## src/design/bdc_pkg.sv

```systemverilog
package bdc_pkg;

    // Dword address holding both registers
    localparam logic [7:0] BDC_DWORD_ADDR   = 8'h40;
    localparam logic [7:0] BDC_CHIP_CTL_OFS = 8'h40;
    localparam logic [7:0] BDC_DIAG_CTL_OFS = 8'h41;

    // Field positions within the dword, and the GPIO bit sensed for live insertion
    localparam int BDC_MW_CTL_BIT    = 1;
    localparam int BDC_PF_DIS_BIT    = 4;
    localparam int BDC_LIVE_INS_BIT  = 5;
    localparam int BDC_CHIP_RST_BIT  = 8;
    localparam int BDC_TEST_MODE_LSB = 9;
    localparam int BDC_GPIO_LIVE_BIT = 3;

    // Reset values
    localparam logic       BDC_MW_CTL_RST    = 1'h0;
    localparam logic       BDC_PF_DIS_RST    = 1'h0;
    localparam logic       BDC_LIVE_INS_RST  = 1'h0;
    localparam logic [1:0] BDC_TEST_MODE_RST = 2'h0;

    // Chip reset pulse length, in cycles of the core clock
    localparam int BDC_CHIP_RST_NS     = 500;
    localparam int BDC_CLK_NS          = 50;
    localparam int BDC_CHIP_RST_CYCLES =
        (BDC_CHIP_RST_NS + BDC_CLK_NS - 1) / BDC_CLK_NS;

    // Counter byte selection
    typedef enum logic [1:0] {
        BDC_TM_ALL   = 2'h0,
        BDC_TM_BYTE1 = 2'h1,
        BDC_TM_BYTE2 = 2'h2,
        BDC_TM_BYTE0 = 2'h3
    } bdc_test_mode_t;

    // Memory read command kinds
    typedef enum logic [1:0] {
        BDC_RD_PLAIN = 2'h0,
        BDC_RD_LINE  = 2'h1,
        BDC_RD_MULT  = 2'h2
    } bdc_rd_kind_t;

    // Configuration access from the primary target
    typedef struct packed {
        logic        wr;
        logic        rd;
        logic [7:0]  addr;
        logic [3:0]  cbe_n;
        logic [31:0] wdata;
    } bdc_cfg_req_t;

    // Steering outputs for the datapath
    typedef struct packed {
        logic       disc_cache_line;
        logic       prefetch;
        logic       fwd_byte_en;
        logic       single_dword;
        logic       disc_first;
        logic [3:0] cnt_byte_sel;
    } bdc_steer_t;

endpackage : bdc_pkg

```

## src/design/bdc_regs.sv

```systemverilog
`timescale 1ns/10ps
module bdc_regs
    import bdc_pkg::*;
#(
    parameter int RST_CYCLES = BDC_CHIP_RST_CYCLES
) (
    // Clock and reset
    input  wire logic         CORE_CLK,
    input  wire logic         RESETN,
    // Configuration access
    input  wire bdc_cfg_req_t CFG_REQ,
    output logic [31:0]       CFG_RDATA,
    // Upstream read command
    input  wire bdc_rd_kind_t RD_KIND,
    // Live insertion inputs
    input  wire logic         GPIO3_IN,
    input  wire logic         GPIO3_OE,
    input  wire logic         IO_EN,
    input  wire logic         MEM_EN,
    input  wire logic         MASTER_EN,
    // Gated enables
    output logic              IO_EN_EFF,
    output logic              MEM_EN_EFF,
    output logic              MASTER_EN_EFF,
    // Datapath steering
    output bdc_steer_t        STEER,
    // Reset outputs
    output logic              CHIP_RST,
    output logic              SEC_RST_SET
);

    logic       mw_ctl_q;
    logic       pf_dis_q;
    logic       live_ins_q;
    logic [1:0] test_mode_q;
    logic       chip_rst_q;
    logic [7:0] rst_cnt_q;
    logic [7:0] rst_cnt_d;
    logic [31:0] rdata_q;

    // Address and byte lane decode
    wire hit     = (CFG_REQ.addr == BDC_DWORD_ADDR);
    wire wr_b0   = CFG_REQ.wr && hit && !CFG_REQ.cbe_n[0];
    wire wr_b1   = CFG_REQ.wr && hit && !CFG_REQ.cbe_n[1];
    wire rd_hit  = CFG_REQ.rd && hit;
    wire rst_go  = wr_b1 && CFG_REQ.wdata[BDC_CHIP_RST_BIT];
    wire rst_end = chip_rst_q && (rst_cnt_q == 8'h01);

    // Byte 0 fields; writes ignored while chip reset runs
    always_ff @(posedge CORE_CLK) begin
        if (!RESETN || chip_rst_q) begin
            mw_ctl_q   <= BDC_MW_CTL_RST;
            pf_dis_q   <= BDC_PF_DIS_RST;
            live_ins_q <= BDC_LIVE_INS_RST;
        end else if (wr_b0) begin
            mw_ctl_q   <= CFG_REQ.wdata[BDC_MW_CTL_BIT];
            pf_dis_q   <= CFG_REQ.wdata[BDC_PF_DIS_BIT];
            live_ins_q <= CFG_REQ.wdata[BDC_LIVE_INS_BIT];
        end
    end

    // Byte 1 test mode field
    always_ff @(posedge CORE_CLK) begin
        if (!RESETN || chip_rst_q) begin
            test_mode_q <= BDC_TEST_MODE_RST;
        end else if (wr_b1) begin
            test_mode_q <= CFG_REQ.wdata[BDC_TEST_MODE_LSB +: 2];
        end
    end

    // Chip reset counter reload and count down
    assign rst_cnt_d = rst_go ? 8'(RST_CYCLES) :
                       (chip_rst_q ? rst_cnt_q - 8'h01 : rst_cnt_q);

    always_ff @(posedge CORE_CLK) begin
        if (!RESETN) begin
            chip_rst_q <= 1'b0;
            rst_cnt_q  <= 8'h00;
        end else begin
            rst_cnt_q <= rst_cnt_d;
            if (rst_go) begin
                chip_rst_q <= 1'b1;
            end else if (rst_end) begin
                chip_rst_q <= 1'b0;
            end
        end
    end

    // Read data, all byte lanes, reserved bits zero
    wire [31:0] rd_word = {
        16'h0000,
        5'h00, test_mode_q, chip_rst_q,
        2'h0, live_ins_q, pf_dis_q, 2'h0, mw_ctl_q, 1'b0
    };

    always_ff @(posedge CORE_CLK) begin
        if (!RESETN) begin
            rdata_q <= 32'h0000_0000;
        end else if (rd_hit) begin
            rdata_q <= rd_word;
        end else if (CFG_REQ.rd) begin
            rdata_q <= 32'h0000_0000;
        end
    end
    assign CFG_RDATA = rdata_q;

    wire live_mask = live_ins_q && !GPIO3_OE && GPIO3_IN;
    assign IO_EN_EFF     = IO_EN && !live_mask;
    assign MEM_EN_EFF    = MEM_EN && !live_mask;
    assign MASTER_EN_EFF = MASTER_EN && !live_mask;

    assign STEER.disc_cache_line = mw_ctl_q;
    wire plain_nopf = pf_dis_q && (RD_KIND == BDC_RD_PLAIN);
    assign STEER.prefetch     = !plain_nopf;
    assign STEER.fwd_byte_en  = plain_nopf;
    assign STEER.single_dword = plain_nopf;
    assign STEER.disc_first   = plain_nopf;

    always_comb begin
        case (bdc_test_mode_t'(test_mode_q))
            BDC_TM_ALL:   STEER.cnt_byte_sel = 4'hF;
            BDC_TM_BYTE1: STEER.cnt_byte_sel = 4'h2;
            BDC_TM_BYTE2: STEER.cnt_byte_sel = 4'h4;
            BDC_TM_BYTE0: STEER.cnt_byte_sel = 4'h1;
            default:      STEER.cnt_byte_sel = 4'hF;
        endcase
    end

    assign CHIP_RST    = chip_rst_q;
    assign SEC_RST_SET = rst_go;

endmodule : bdc_regs

```

## config.mk

```make
export PLATFORM = sky130hd
export DESIGN_NAME = bdc_regs
export DESIGN_NICKNAME = d
export VERILOG_FILES = /design/src/design/bdc_pkg.sv /design/src/design/bdc_regs.sv
export SDC_FILE = /design/constraint.sdc
export NUM_CORES = 1
export LEC_CHECK = 0
export CORE_MARGIN = 3
export CORE_UTILIZATION = 52
export DETAILED_ROUTE_END_ITERATION = 7
export DONT_BUFFER_PORTS = 1
export PLACE_DENSITY_LB_ADDON = 0.2
export SETUP_SLACK_MARGIN = 0.02
export SLEW_MARGIN = 30
export SYNTH_ARGS = -nofsm -noshare
export SYNTH_HDL_FRONTEND = slang
export SYNTH_SLANG_ARGS = --single-unit
export TNS_END_PERCENT = 50
```

## constraint.sdc

```tcl
create_clock -name CORE_CLK -period 2.8 [get_ports CORE_CLK]
set_clock_uncertainty 0.1 [all_clocks]
set_input_delay 0.42 -clock CORE_CLK [delete_from_list [all_inputs] [get_ports CORE_CLK]]
set_output_delay 0.42 -clock CORE_CLK [all_outputs]
set_load 0.01 [all_outputs]
```

# Word-level counts from Yosys, hierarchy flattened
# Cells that the tools add are included.
[op_classes]
add_sub_neg = 1
n_eq_ne = 5
mux = 7
bitwise = 1
n_reduce_logical = 25
[ops]
columns = ["operator", "n"]
rows = [
  ["$mux W11", 2],
  ["$pmux W4 S4", 1],
  ["$logic_and A1 B1 Y1", 12],
  ["$eq A8 B1 Y1 const B", 1],
  ["$eq A8 B7 Y1 const B", 1],
  ["$mux W4", 2],
  ["$sub A8 B1 Y8 const B", 1],
  ["$logic_not A1 Y1", 6],
  ["$reduce_bool A2 Y1", 3],
  ["$eq A2 B2 Y1 const B", 2],
  ["$logic_not A2 Y1", 2],
  ["$eq A2 B1 Y1 const B", 1],
  ["$mux W1", 2],
  ["$reduce_or A2 Y1", 1],
  ["$logic_or A1 B1 Y1", 1],
  ["$not A1 Y1", 1],
]
[word_totals]
regBits = 20
elab_cells = 47

# Logic depth before layout (Yosys ltp)
# Gate-level depths: netlist of run 1.
[logic_depth]
ltp_word = 5
depth_mapped = 5
mapped_depth_nobuf = 5

# Worst setup path before layout of run 1
# No wires, ideal clock.
[synth_timing]
path_type = "input to output"
start = "input CFG_REQ[41] (netlist bit)"
end = "output SEC_RST_SET"
t_arrival_ns = 1.215
t_required_ns = 2.280
slack_ns = 1.065
path_stages = 3
n_path_buf = 0
cell_sequence = "nor4b_4 > nand4_1 > inv_1"
[synth_between]
elab_chain_cells = 4
[synth_lines]
columns = ["item", "line", "source"]
rows = [
  ["from (decl)", "bdc_regs.sv:11", "input wire bdc_cfg_req_t CFG_REQ,"],
  ["$eq A8 B7 Y1", "bdc_regs.sv:42", "wire hit = (CFG_REQ.addr == BDC_DWORD_ADDR);"],
  ["$logic_and A1 B1 Y1 (2 in series)", "bdc_regs.sv:44", "wire wr_b1 = CFG_REQ.wr && hit && !CFG_REQ.cbe_n[1];"],
  ["$logic_and A1 B1 Y1", "bdc_regs.sv:46", "wire rst_go = wr_b1 && CFG_REQ.wdata[BDC_CHIP_RST_BIT];"],
  ["to (decl)", "bdc_regs.sv:29", "output logic SEC_RST_SET"],
]
# Every way passes these cells.

==> results of run 1 <==
sequential cells by signal, summed over array words and instances, names as in the netlist:
name	cells
CFG_RDATA	6
mw_ctl_q	1
pf_dis_q	1
live_ins_q	1
rst_cnt_q	8
CHIP_RST	1
test_mode_q	2
cells by family (layout without fill, tap and decap cells):
logic type,count (synthesis),count (layout),synth area share [%]
and+or+nand+nor,48,48,24.9
DFF,20,20,32.3
muxes,5,5,4.04
adders and majority gates,5,5,5.05
AOI/OAI and AO/OA,18,18,8.38
buffers and inverters,42,15,22.1
xor gates and xnor gates,4,4,2.83
other,1,26,0.303
placed cells by master, fill, tap and decap left out, types with 2 or more instances in the layout:
cell	synthesis	layout
a21oi_1	12	12
and2_1	3	3
nand2_1	13	13
or2_2	2	2
clkbuf_4	0	3
or4_1	3	3
buf_4	31	2
xor2_1	3	3
conb_1	1	26
inv_1	8	8
o31ai_1	2	2
mux2i_1	5	5
nand2b_1	6	6
dfxtp_1	20	20
nor2_1	4	4
ha_1	5	5
o21ai_0	2	2
nor2b_1	2	2
nand4_1	7	7
worst max-delay path, stage by stage, from the launching register on:
cell and delay [ns]:
dfxtp_1 0.40, inv_1 0.08, ha_1 0.25, or2_2 0.34
synth_stat cells, types with 3 or more instances:
cell type,instances,area share [%]
a21oi_1,12,4.8
and2_1,3,1.5
buf_4,31,19
dfxtp_1,20,32
ha_1,5,5.1
inv_1,8,2.4
mux2i_1,5,4.0
nand2_1,13,3.9
nand2b_1,6,3.0
nand4_1,7,3.5
nor2_1,4,1.2
or4_1,3,1.8
xor2_1,3,2.1
cell type report:
type | instances | area, µm²
Fill cell | 218 | 1040
Multi-Input combinational cell | 106 | 658
Sequential cell | 20 | 400
Tap cell | 28 | 35.0
Inverter | 9 | 33.8
Clock inverter | 1 | 30.0
Clock buffer | 3 | 22.5
Timing Repair Buffer | 2 | 15.0
metal layers:
metal  routed length [µm]  vias up  part of all wire (%)
met2                 1030       52                    47
li1                     -      420                     -
met5                    0        -                     0
met3                  277        4                    13
met4                   12        0                  0.54
met1                  882      385                    40
through the flow:
step | hold WS (ns) | cell area [µm²] | std cells
2_1_floorplan | 0.348 | 1330 | 168
6_report | 0.141 | 1190 | 169
3_3_place_gp | 0.364 | 1140 | 165
4_1_cts | 0.135 | 1190 | 169
5_1_grt | 0.131 | 1190 | 169
3_5_place_dp | 0.372 | 1140 | 165
power by group through the flow:
stage | Clock [µW] | Sequential, µW | Combinational, µW
6_report | 235 | 285 | 36.6
5_1_grt | 252 | 285 | 41.0
4_1_cts | 238 | 285 | 35.6
3_5_place_dp | 0 | 291 | 35.5
3_3_place_gp | 0 | 291 | 35.3
2_1_floorplan | 0 | 291 | 60.1
worst max path at each step:
| stage | startpoint | to | cells after the start | slack (ns) |
|---|---|---|---|---|
| detailed placement | CHIP_RST$_SDFFE_PN0P_ | rst_cnt_q[5]$_SDFFE_PP0P_ | 3 | 0.95 |
| floorplan | CFG_REQ[41] | SEC_RST_SET | 3 | 1.07 |
| global route | test_mode_q[0]$_SDFFE_PP0P_ | STEER[2] | 3 | 0.83 |
| global placement | CHIP_RST$_SDFFE_PN0P_ | rst_cnt_q[5]$_SDFFE_PP0P_ | 3 | 1.00 |
| finish | test_mode_q[0]$_SDFFE_PP0P_ | STEER[2] | 3 | 0.91 |
| CTS | test_mode_q[0]$_SDFFE_PP0P_ | STEER[2] | 3 | 0.90 |
==> results.yml, run 1 <==
critical_path:
  rrSetupSlack_ns: 0.92
  worstPathMaxFanout: 4
  cp.required_ns: 2.28
  arrival_ns: 1.37
  reg2reg_to: "rst_cnt_q[5]$_SDFFE_PP0P_"
  cp-start-kind: "flip-flop"
  path_class: "flip-flop to output port"
  reg2reg_from: "CHIP_RST$_SDFFE_PN0P_"
  setup.worst_path.end_class: "output port"
  reg2reg_depth: 3
timing:
  timing.final.ws_setup_ns: 0.913
  hold_viol_final: 0
  slew_headroom_pct: 59.9
  fin_crit_sh_pct: 67.4
  rsz0062_at_grt: "false"
  setup-tns-final_ns: 0
  tightest_slew_ns: 0.601
  fmax_ghz: 0.530
  fin_crit_ns: 1.89
  finalSetupViolCount: 0
  final_max_slew_viol_count: 0
drt:
  drt_iter0_markers: 3
  firstDrtPassIters: 4
  wl_per_cell_um: 13.0
  post-route-drc-count: 0
  ant_nets: 0
  viasPerCell: 5.09
  wl_um: 2200
  dr_total_vias: 861
power_and_ir_drop:
  power.total_uw: 556
  intPower_uw: 438
  pwr-share-clk_pct: 42.2
  p_leak_uw: 0.000497
  switching_power_uw: 119
  pwr-share-comb_pct: 6.6
  vdd_ir_drop_max_mv: 0.300
  switching_share_pct: 21.3
  seqPwrFrac_pct: 51.2
  power_density_nw_per_um2: 466
floorplan:
  die_height_um: 54.8
  die_area_um2: 3000
  start_util_pct: 55.5
  die_w_um: 54.8
  row_count: 17
  coreArea_um2: 2230
  ios: 101
clock_tree:
  cts_resized: 0
  post_cts.repair.setup_buffers: 0
  worstSkewPairLatency_ns: 0.30
  cts_buffers: 3
  cts.htree.levels: 1
  cts_sinks: 20
  cts_tree: "done"
  holdBufCountCts: 0
  clock-root-buffer: "clkbuf_4"
  clk_pin_slew_worst_paths_ns: 0.12
  clockBufferDepth: 2
placement:
  post-place-ws_ns: 0.946
  dp_hpwl_um: 1760
  port_buffers: 0
  gp_congestion: 0.695
global_route:
  grt_max_degree: 13
  overflow: 0
  use_met3_pct: 4.36
  grt_usage_pct: 15.4
  busiest_layer: "met2"
  grt_antenna_before_repair: 0
  use_met1_pct: 19.2
  grt_first_pass_wirelength_um: 3360
  use_met2_pct: 25.0
  grt_pass1_vias: 781
cells_and_area:
  area_delta_synth_final_pct: -3.54
  layout-drive-gt1-share_pct: 7.80
  nets: 202
  postLayoutCoreUtil_pct: 53.5
  n_antenna_cell: 0
synthesis:
  ys_ff_latch: 20
  synth_area_per_cell_um2: 8.66
  synth_edf_count: 0
  synth_area_um2: 1240
  synth_flop_cell: "dfxtp_1"
  synthCells: 143
  synth_seq_area_share_pct: 32.3
  synthArstFlopShare_pct: 0
  yosys_warnings: 0
  synth.distinct_cells: 31
worst_hold_path:
  min_from: "CFG_REQ[9]"
  hp-class: "input pin to flip-flop"
  min_path_cells: 2
  whs_endpoint: "test_mode_q[0]$_SDFFE_PP0P_"
flow_run:
  drv_cap: 0
status:
  status: "completed"
(Power assumes the default switching activity.)
==> run 2: changes to the inputs <==
- ABC_AREA: default -> 1
- clock period: 2.8 -> 1.8 ns (I/O delays scaled with it)
==> run 2 against run 1 <==
- total power is 36% higher
- via count up 22%
- count of clock-buffer cells in the layout rose by 1
- synthesized cell count is 38% higher
- routed wire length up 3.6%
==> results.yml, run 2 <==
status:
  status: "completed"
power_and_ir_drop:
  power_density_nw_per_um2: 587
  p_leak_uw: 0.000603
  vdd_ir_drop_max_mv: 0.634
  power.total_uw: 754
timing:
  fin_crit_ns: 1.70
  hold_viol_final: 0
  whs_ns: 0.0205
  finalSetupViolCount: 0
  rsz0062_at_grt: "false"
  timing.final.ws_setup_ns: 0.103
  fmax_ghz: 0.589
  final_max_slew_viol_count: 0
  setup-tns-final_ns: 0
  fin_crit_sh_pct: 94.3
critical_path:
  reg2reg_depth: 7
  worstPathMaxFanout: 3
  crit_start: "test_mode_q[0]$_SDFFE_PP0P_"
  reg2reg_to: "rst_cnt_q[7]$_SDFFE_PP0P_"
  max_stage_delay_ns: 0.36
  path_depth: 3
  arrival_ns: 1.33
  path_buf_inv: 1
  setup.worst_path.end_class: "output port"
  path_class: "flip-flop to output port"
  reg2reg_from: "CHIP_RST$_SDFFE_PN0P_"
  cp.required_ns: 1.43
  cp-start-kind: "flip-flop"
  crit_family: "flip-flops"
  crit_slowest_cell: "dfxtp_2"
  rrSetupSlack_ns: 0.50
  crit_chain: "inv_1, ha_1, or2_2"
  worstSetupEndpoint: "STEER[2]"
worst_hold_path:
  hp-class: "input pin to flip-flop"
synthesis:
  synth.top_cell.area_share_pct: 29.8
  synth-simple-area-share_pct: 30.5
  synth_top_family_by_area: "simple AND/OR/NAND/NOR gates"
  synth_fa_ha_area_share_pct: 4.65
  synth_top_area_cell: "dfxtp_1"
  synth.distinct_cells: 23
  synth_seq_area_share_pct: 29.8
  synth_area_per_cell_um2: 6.79
  synth_common_cells: "inv_1, nor2_1, buf_4, nand2_1, dfxtp_1"
  synth_edf_count: 0
  synthTopCellsByArea: "dfxtp_1, buf_4, inv_1"
  synthMuxAreaShare_pct: 0
  synth_flop_cell: "dfxtp_1"
  post-synth-top-count-cell: "inv_1"
  yosys_warnings: 0
  synth_area_um2: 1350
  ys_ff_latch: 20
  synth_xor_area_share_pct: 1.95
  synthArstFlopShare_pct: 0
  synthCells: 198
  synth_compound_area_share_pct: 4.84
global_route:
  grt_usage_pct: 14.7
  grt_antenna_before_repair: 0
  grt_first_pass_wirelength_um: 3840
  grt_max_degree: 12
  overflow: 0
  grt_pass1_vias: 959
floorplan:
  row_count: 17
  coreArea_um2: 2340
  die_area_um2: 3230
  ios: 101
  die_height_um: 56.9
  die_w_um: 56.9
  start_util_pct: 57.5
cells_and_area:
  register_area_um2: 403
  n_antenna_cell: 0
  largest_reg_flops: 8
  layout_commonest_cell: "inv_1"
  layout_common_cells: "inv_1, nor2_1, nand2_1"
  largest_register: "rst_cnt_q"
  final_cell_area_um2: 1290
  area_delta_synth_final_pct: -4.37
  multi_input_area_um2: 662
  fillerInstances: 217
  nets: 258
  layout-drive-gt1-share_pct: 9.14
flow_run:
  drv_cap: 0
clock_tree:
  cts_buffers: 3
  clockBufferDepth: 2
  cts_sinks: 20
  worstSkewPairLatency_ns: 0.29
  holdBufCountCts: 0
  post_cts.repair.setup_buffers: 0
  cts_tree: "done"
  clock-root-buffer: "clkbuf_4"
  clk_pin_slew_worst_paths_ns: 0.11
  cts.htree.levels: 1
drt:
  post-route-drc-count: 0
  wl_per_cell_um: 10.2
  dr_total_vias: 1052
  ant_nets: 0
  drt_iter0_markers: 9
  wl_um: 2280
  firstDrtPassIters: 4
  viasPerCell: 4.68
placement:
  port_buffers: 0
  post-place-ws_ns: 0.393
  placed_area_um2: 1250
  dp_hpwl_um: 1900
  gp_congestion: 0.773
## run 2: area by class of cell
type,count,share of cell area [%]
multi-input combinational,135,51.5
sequential,20,31.3
clock buffer,4,2.82
inverter,36,10.5
timing repair buffer,2,1.17
tap,28,2.72
## run 2: power breakdown
group / internal, µW / switching, µW
combinational: 9.67 / 49.5
sequential: 443 / 0.275
clock: 123 / 129
## run 2: timing repair
action                     CTS  global route
setup endpoints to repair    0             2
hold endpoints to repair     0             0
gates resized for setup      0             2
## run 2: through the flow
| step | cells | utilization (%) |
|---|---|---|
| after global routing | 225 | 55.0 |
| after global placement | 221 | 53.3 |
| after floorplan | 223 | - |
| after CTS | 225 | 54.9 |
| after detailed placement | 221 | 53.3 |
| final | 225 | 55.0 |
## run 2: how the worst min path moves through the flow
stage                      from                         end  slack, ns  cells past startpoint
floorplan           CFG_REQ[44]  CFG_RDATA[10]$_SDFFE_PN0P_       0.33                      2
global placement    CFG_REQ[44]   CFG_RDATA[8]$_SDFFE_PN0P_       0.34                      2
detailed placement  CFG_REQ[44]   CFG_RDATA[8]$_SDFFE_PN0P_       0.34                      2
CTS                 CFG_REQ[44]   CFG_RDATA[8]$_SDFFE_PN0P_       0.01                      2
global route        CFG_REQ[44]   CFG_RDATA[4]$_SDFFE_PN0P_       0.01                      2
finish              CFG_REQ[44]   CFG_RDATA[4]$_SDFFE_PN0P_       0.02                      2
## run 2: cell families (layout without fill, tap and decap cells)
family | count (synthesis) | after routing
simple gates | 88 | 88
buf+inv | 68 | 42
flops | 20 | 20
compound gates | 13 | 13
fa+ha+maj | 5 | 5
xor+xnor | 3 | 3
other cells | 1 | 26
## run 2: metal layers
layer | wire, µm | GRT usage [%] | part of all wire, %
met5 | 0 | 0 | 0
met4 | 11 | 2.98 | 0.48
met2 | 1000 | 24.9 | 44
met3 | 277 | 6.90 | 12
met1 | 993 | 17.0 | 43
==> run 3: changes to the inputs <==
- CORE_ASPECT_RATIO: default -> 1.4
==> run 3 against run 2 <==
- non-clock buffer count is the same
- critical endpoint unchanged
- flip-flop and latch count stayed put
- utilization is 2.1 points lower
- worst setup slack gained 0.0035 ns
- largest power group unchanged
- clock power down 18%
- worst hold slack improved by 0.0050 ns
- sequential share of layout area is 0.086 points higher
- largest cell class unchanged
- sequential power about the same
- highest routed layer unchanged
==> results.yml, run 3 (synthesized netlist as in run 2, its figures left out) <==
status:
  status: "completed"
timing:
  fin_crit_sh_pct: 94.1
  fmax_ghz: 0.591
  final_max_slew_viol_count: 0
  hold_viol_final: 0
  finalSetupViolCount: 0
  setup-tns-final_ns: 0
  fin_crit_ns: 1.69
  rsz0062_at_grt: "false"
cells_and_area:
  area_delta_synth_final_pct: -4.93
  layout-drive-gt1-share_pct: 8.16
  nets: 258
  layout_common_cells: "inv_1, nor2_1, nand2_1"
  final_cell_area_um2: 1280
  n_antenna_cell: 0
  largest_reg_flops: 8
  postLayoutCoreUtil_pct: 52.9
  layout_commonest_cell: "inv_1"
  largest_register: "rst_cnt_q"
critical_path:
  reg2reg_from: "CHIP_RST$_SDFFE_PN0P_"
  reg2reg_depth: 7
  cp-start-kind: "flip-flop"
  worstPathMaxFanout: 3
  rrSetupSlack_ns: 0.47
  setup.worst_path.end_class: "output port"
  path_class: "flip-flop to output port"
  reg2reg_to: "rst_cnt_q[7]$_SDFFE_PP0P_"
  arrival_ns: 1.32
  crit_slowest_cell: "dfxtp_1"
  cp.required_ns: 1.43
  crit_chain: "inv_1, ha_1, or2_2"
  max_stage_delay_ns: 0.37
worst_hold_path:
  whs_endpoint: "CFG_RDATA[4]$_SDFFE_PN0P_"
  min_path_cells: 2
  hp-class: "input pin to flip-flop"
  min_from: "CFG_REQ[44]"
clock_tree:
  cts_resized: 0
  clk_pin_slew_worst_paths_ns: 0.10
  clockBufferDepth: 2
  cts_buffers: 3
  worstSkewPairLatency_ns: 0.29
  holdBufCountCts: 0
  clock-root-buffer: "clkbuf_4"
  cts.htree.levels: 1
  cts_tree: "done"
  post_cts.repair.setup_buffers: 0
  cts_sinks: 20
global_route:
  busiest_layer: "met2"
  grt_max_degree: 11
  overflow: 0
  use_met1_pct: 13.8
  use_met3_pct: 4.97
  use_met2_pct: 29.8
  grt_first_pass_wirelength_um: 3770
  grt_antenna_before_repair: 0
  grt_pass1_vias: 971
  grt_usage_pct: 14.9
floorplan:
  die_height_um: 66.2
  ios: 101
  row_count: 21
  die_w_um: 49.0
  start_util_pct: 55.6
  die_area_um2: 3240
  coreArea_um2: 2420
power_and_ir_drop:
  power.total_uw: 708
  seqPwrFrac_pct: 62.5
  power_density_nw_per_um2: 554
  pwr-share-comb_pct: 8.4
  p_leak_uw: 0.000595
  pwr-share-clk_pct: 29.1
  intPower_uw: 530
  switching_share_pct: 25.1
  vdd_ir_drop_max_mv: 0.355
  switching_power_uw: 178
placement:
  port_buffers: 0
  gp_congestion: 0.809
  dp_hpwl_um: 2030
  placed_area_um2: 1250
drt:
  dr_total_vias: 1034
  firstDrtPassIters: 4
  ant_nets: 0
  drt_iter0_markers: 12
  post-route-drc-count: 0
  wl_um: 2380
  viasPerCell: 4.50
  wl_per_cell_um: 10.4
flow_run:
  drv_cap: 0
run 3: changes by cell type in the layout (fill, tap and decap cells not counted):
cell      change
dfxtp_2       -1
clkbuf_8      -1
dfxtp_1       +1
run 3: area by class of cell:
| cell class | count | area (µm²) |
|---|---|---|
| timing repair buffer | 2 | 15.0 |
| sequential | 20 | 402 |
| clock buffer | 3 | 22.5 |
| tap | 34 | 42.5 |
| inverter | 36 | 135 |
| multi-input combinational | 135 | 662 |
| fill | 256 | 1140 |
run 3: worst max-delay path by stage:
stage,from,slack [ns],endpoint,depth (start not counted)
6_report,test_mode_q[1]$_SDFFE_PP0P_,0.11,STEER[2],3
5_1_grt,test_mode_q[1]$_SDFFE_PP0P_,0.03,STEER[1],3
4_1_cts,test_mode_q[0]$_SDFFE_PP0P_,0.08,STEER[2],3
3_5_place_dp,test_mode_q[0]$_SDFFE_PP0P_,0.42,STEER[2],3
3_3_place_gp,test_mode_q[0]$_SDFFE_PP0P_,0.42,STEER[2],3
2_1_floorplan,test_mode_q[0]$_SDFFE_PP0P_,0.47,STEER[1],3
run 3: worst max-delay path, delay by kind of cell, from the launching register on:
| family | cells | cell delay [ns] |
|---|---|---|
| adders and majority gates | 1 | 0.23 |
| and+or+nand+nor | 1 | 0.34 |
| buffers and inverters | 1 | 0.08 |
| DFF | 1 | 0.37 |
run 3: through the flow:
| stage | hold slack, ns | cells | setup slack [ns] |
|---|---|---|---|
| after floorplan | 0.330 | 223 | 0.467 |
| after global placement | 0.336 | 227 | 0.419 |
| after detailed placement | 0.343 | 227 | 0.416 |
| after CTS | 0.0206 | 230 | 0.0791 |
| after global routing | 0.0132 | 230 | 0.0314 |
| final | 0.0255 | 230 | 0.107 |
run 3: power by group through the flow:
stage                     clock, µW  combinational (µW)  sequential, µW
final                           206                59.3             443
after global routing            232                69.1             443
after CTS                       211                58.2             443
after detailed placement          0                58.1             453
after global placement            0                56.8             453
after floorplan                   0                97.5             453
run 3: layer usage:
layer | share of wire, % | up-vias | wire [µm]
met4 | 1.4 | 0 | 34
met2 | 54 | 33 | 1290
met5 | 0 | - | 0
li1 | - | 544 | -
met1 | 36 | 452 | 857
met3 | 8.3 | 5 | 199
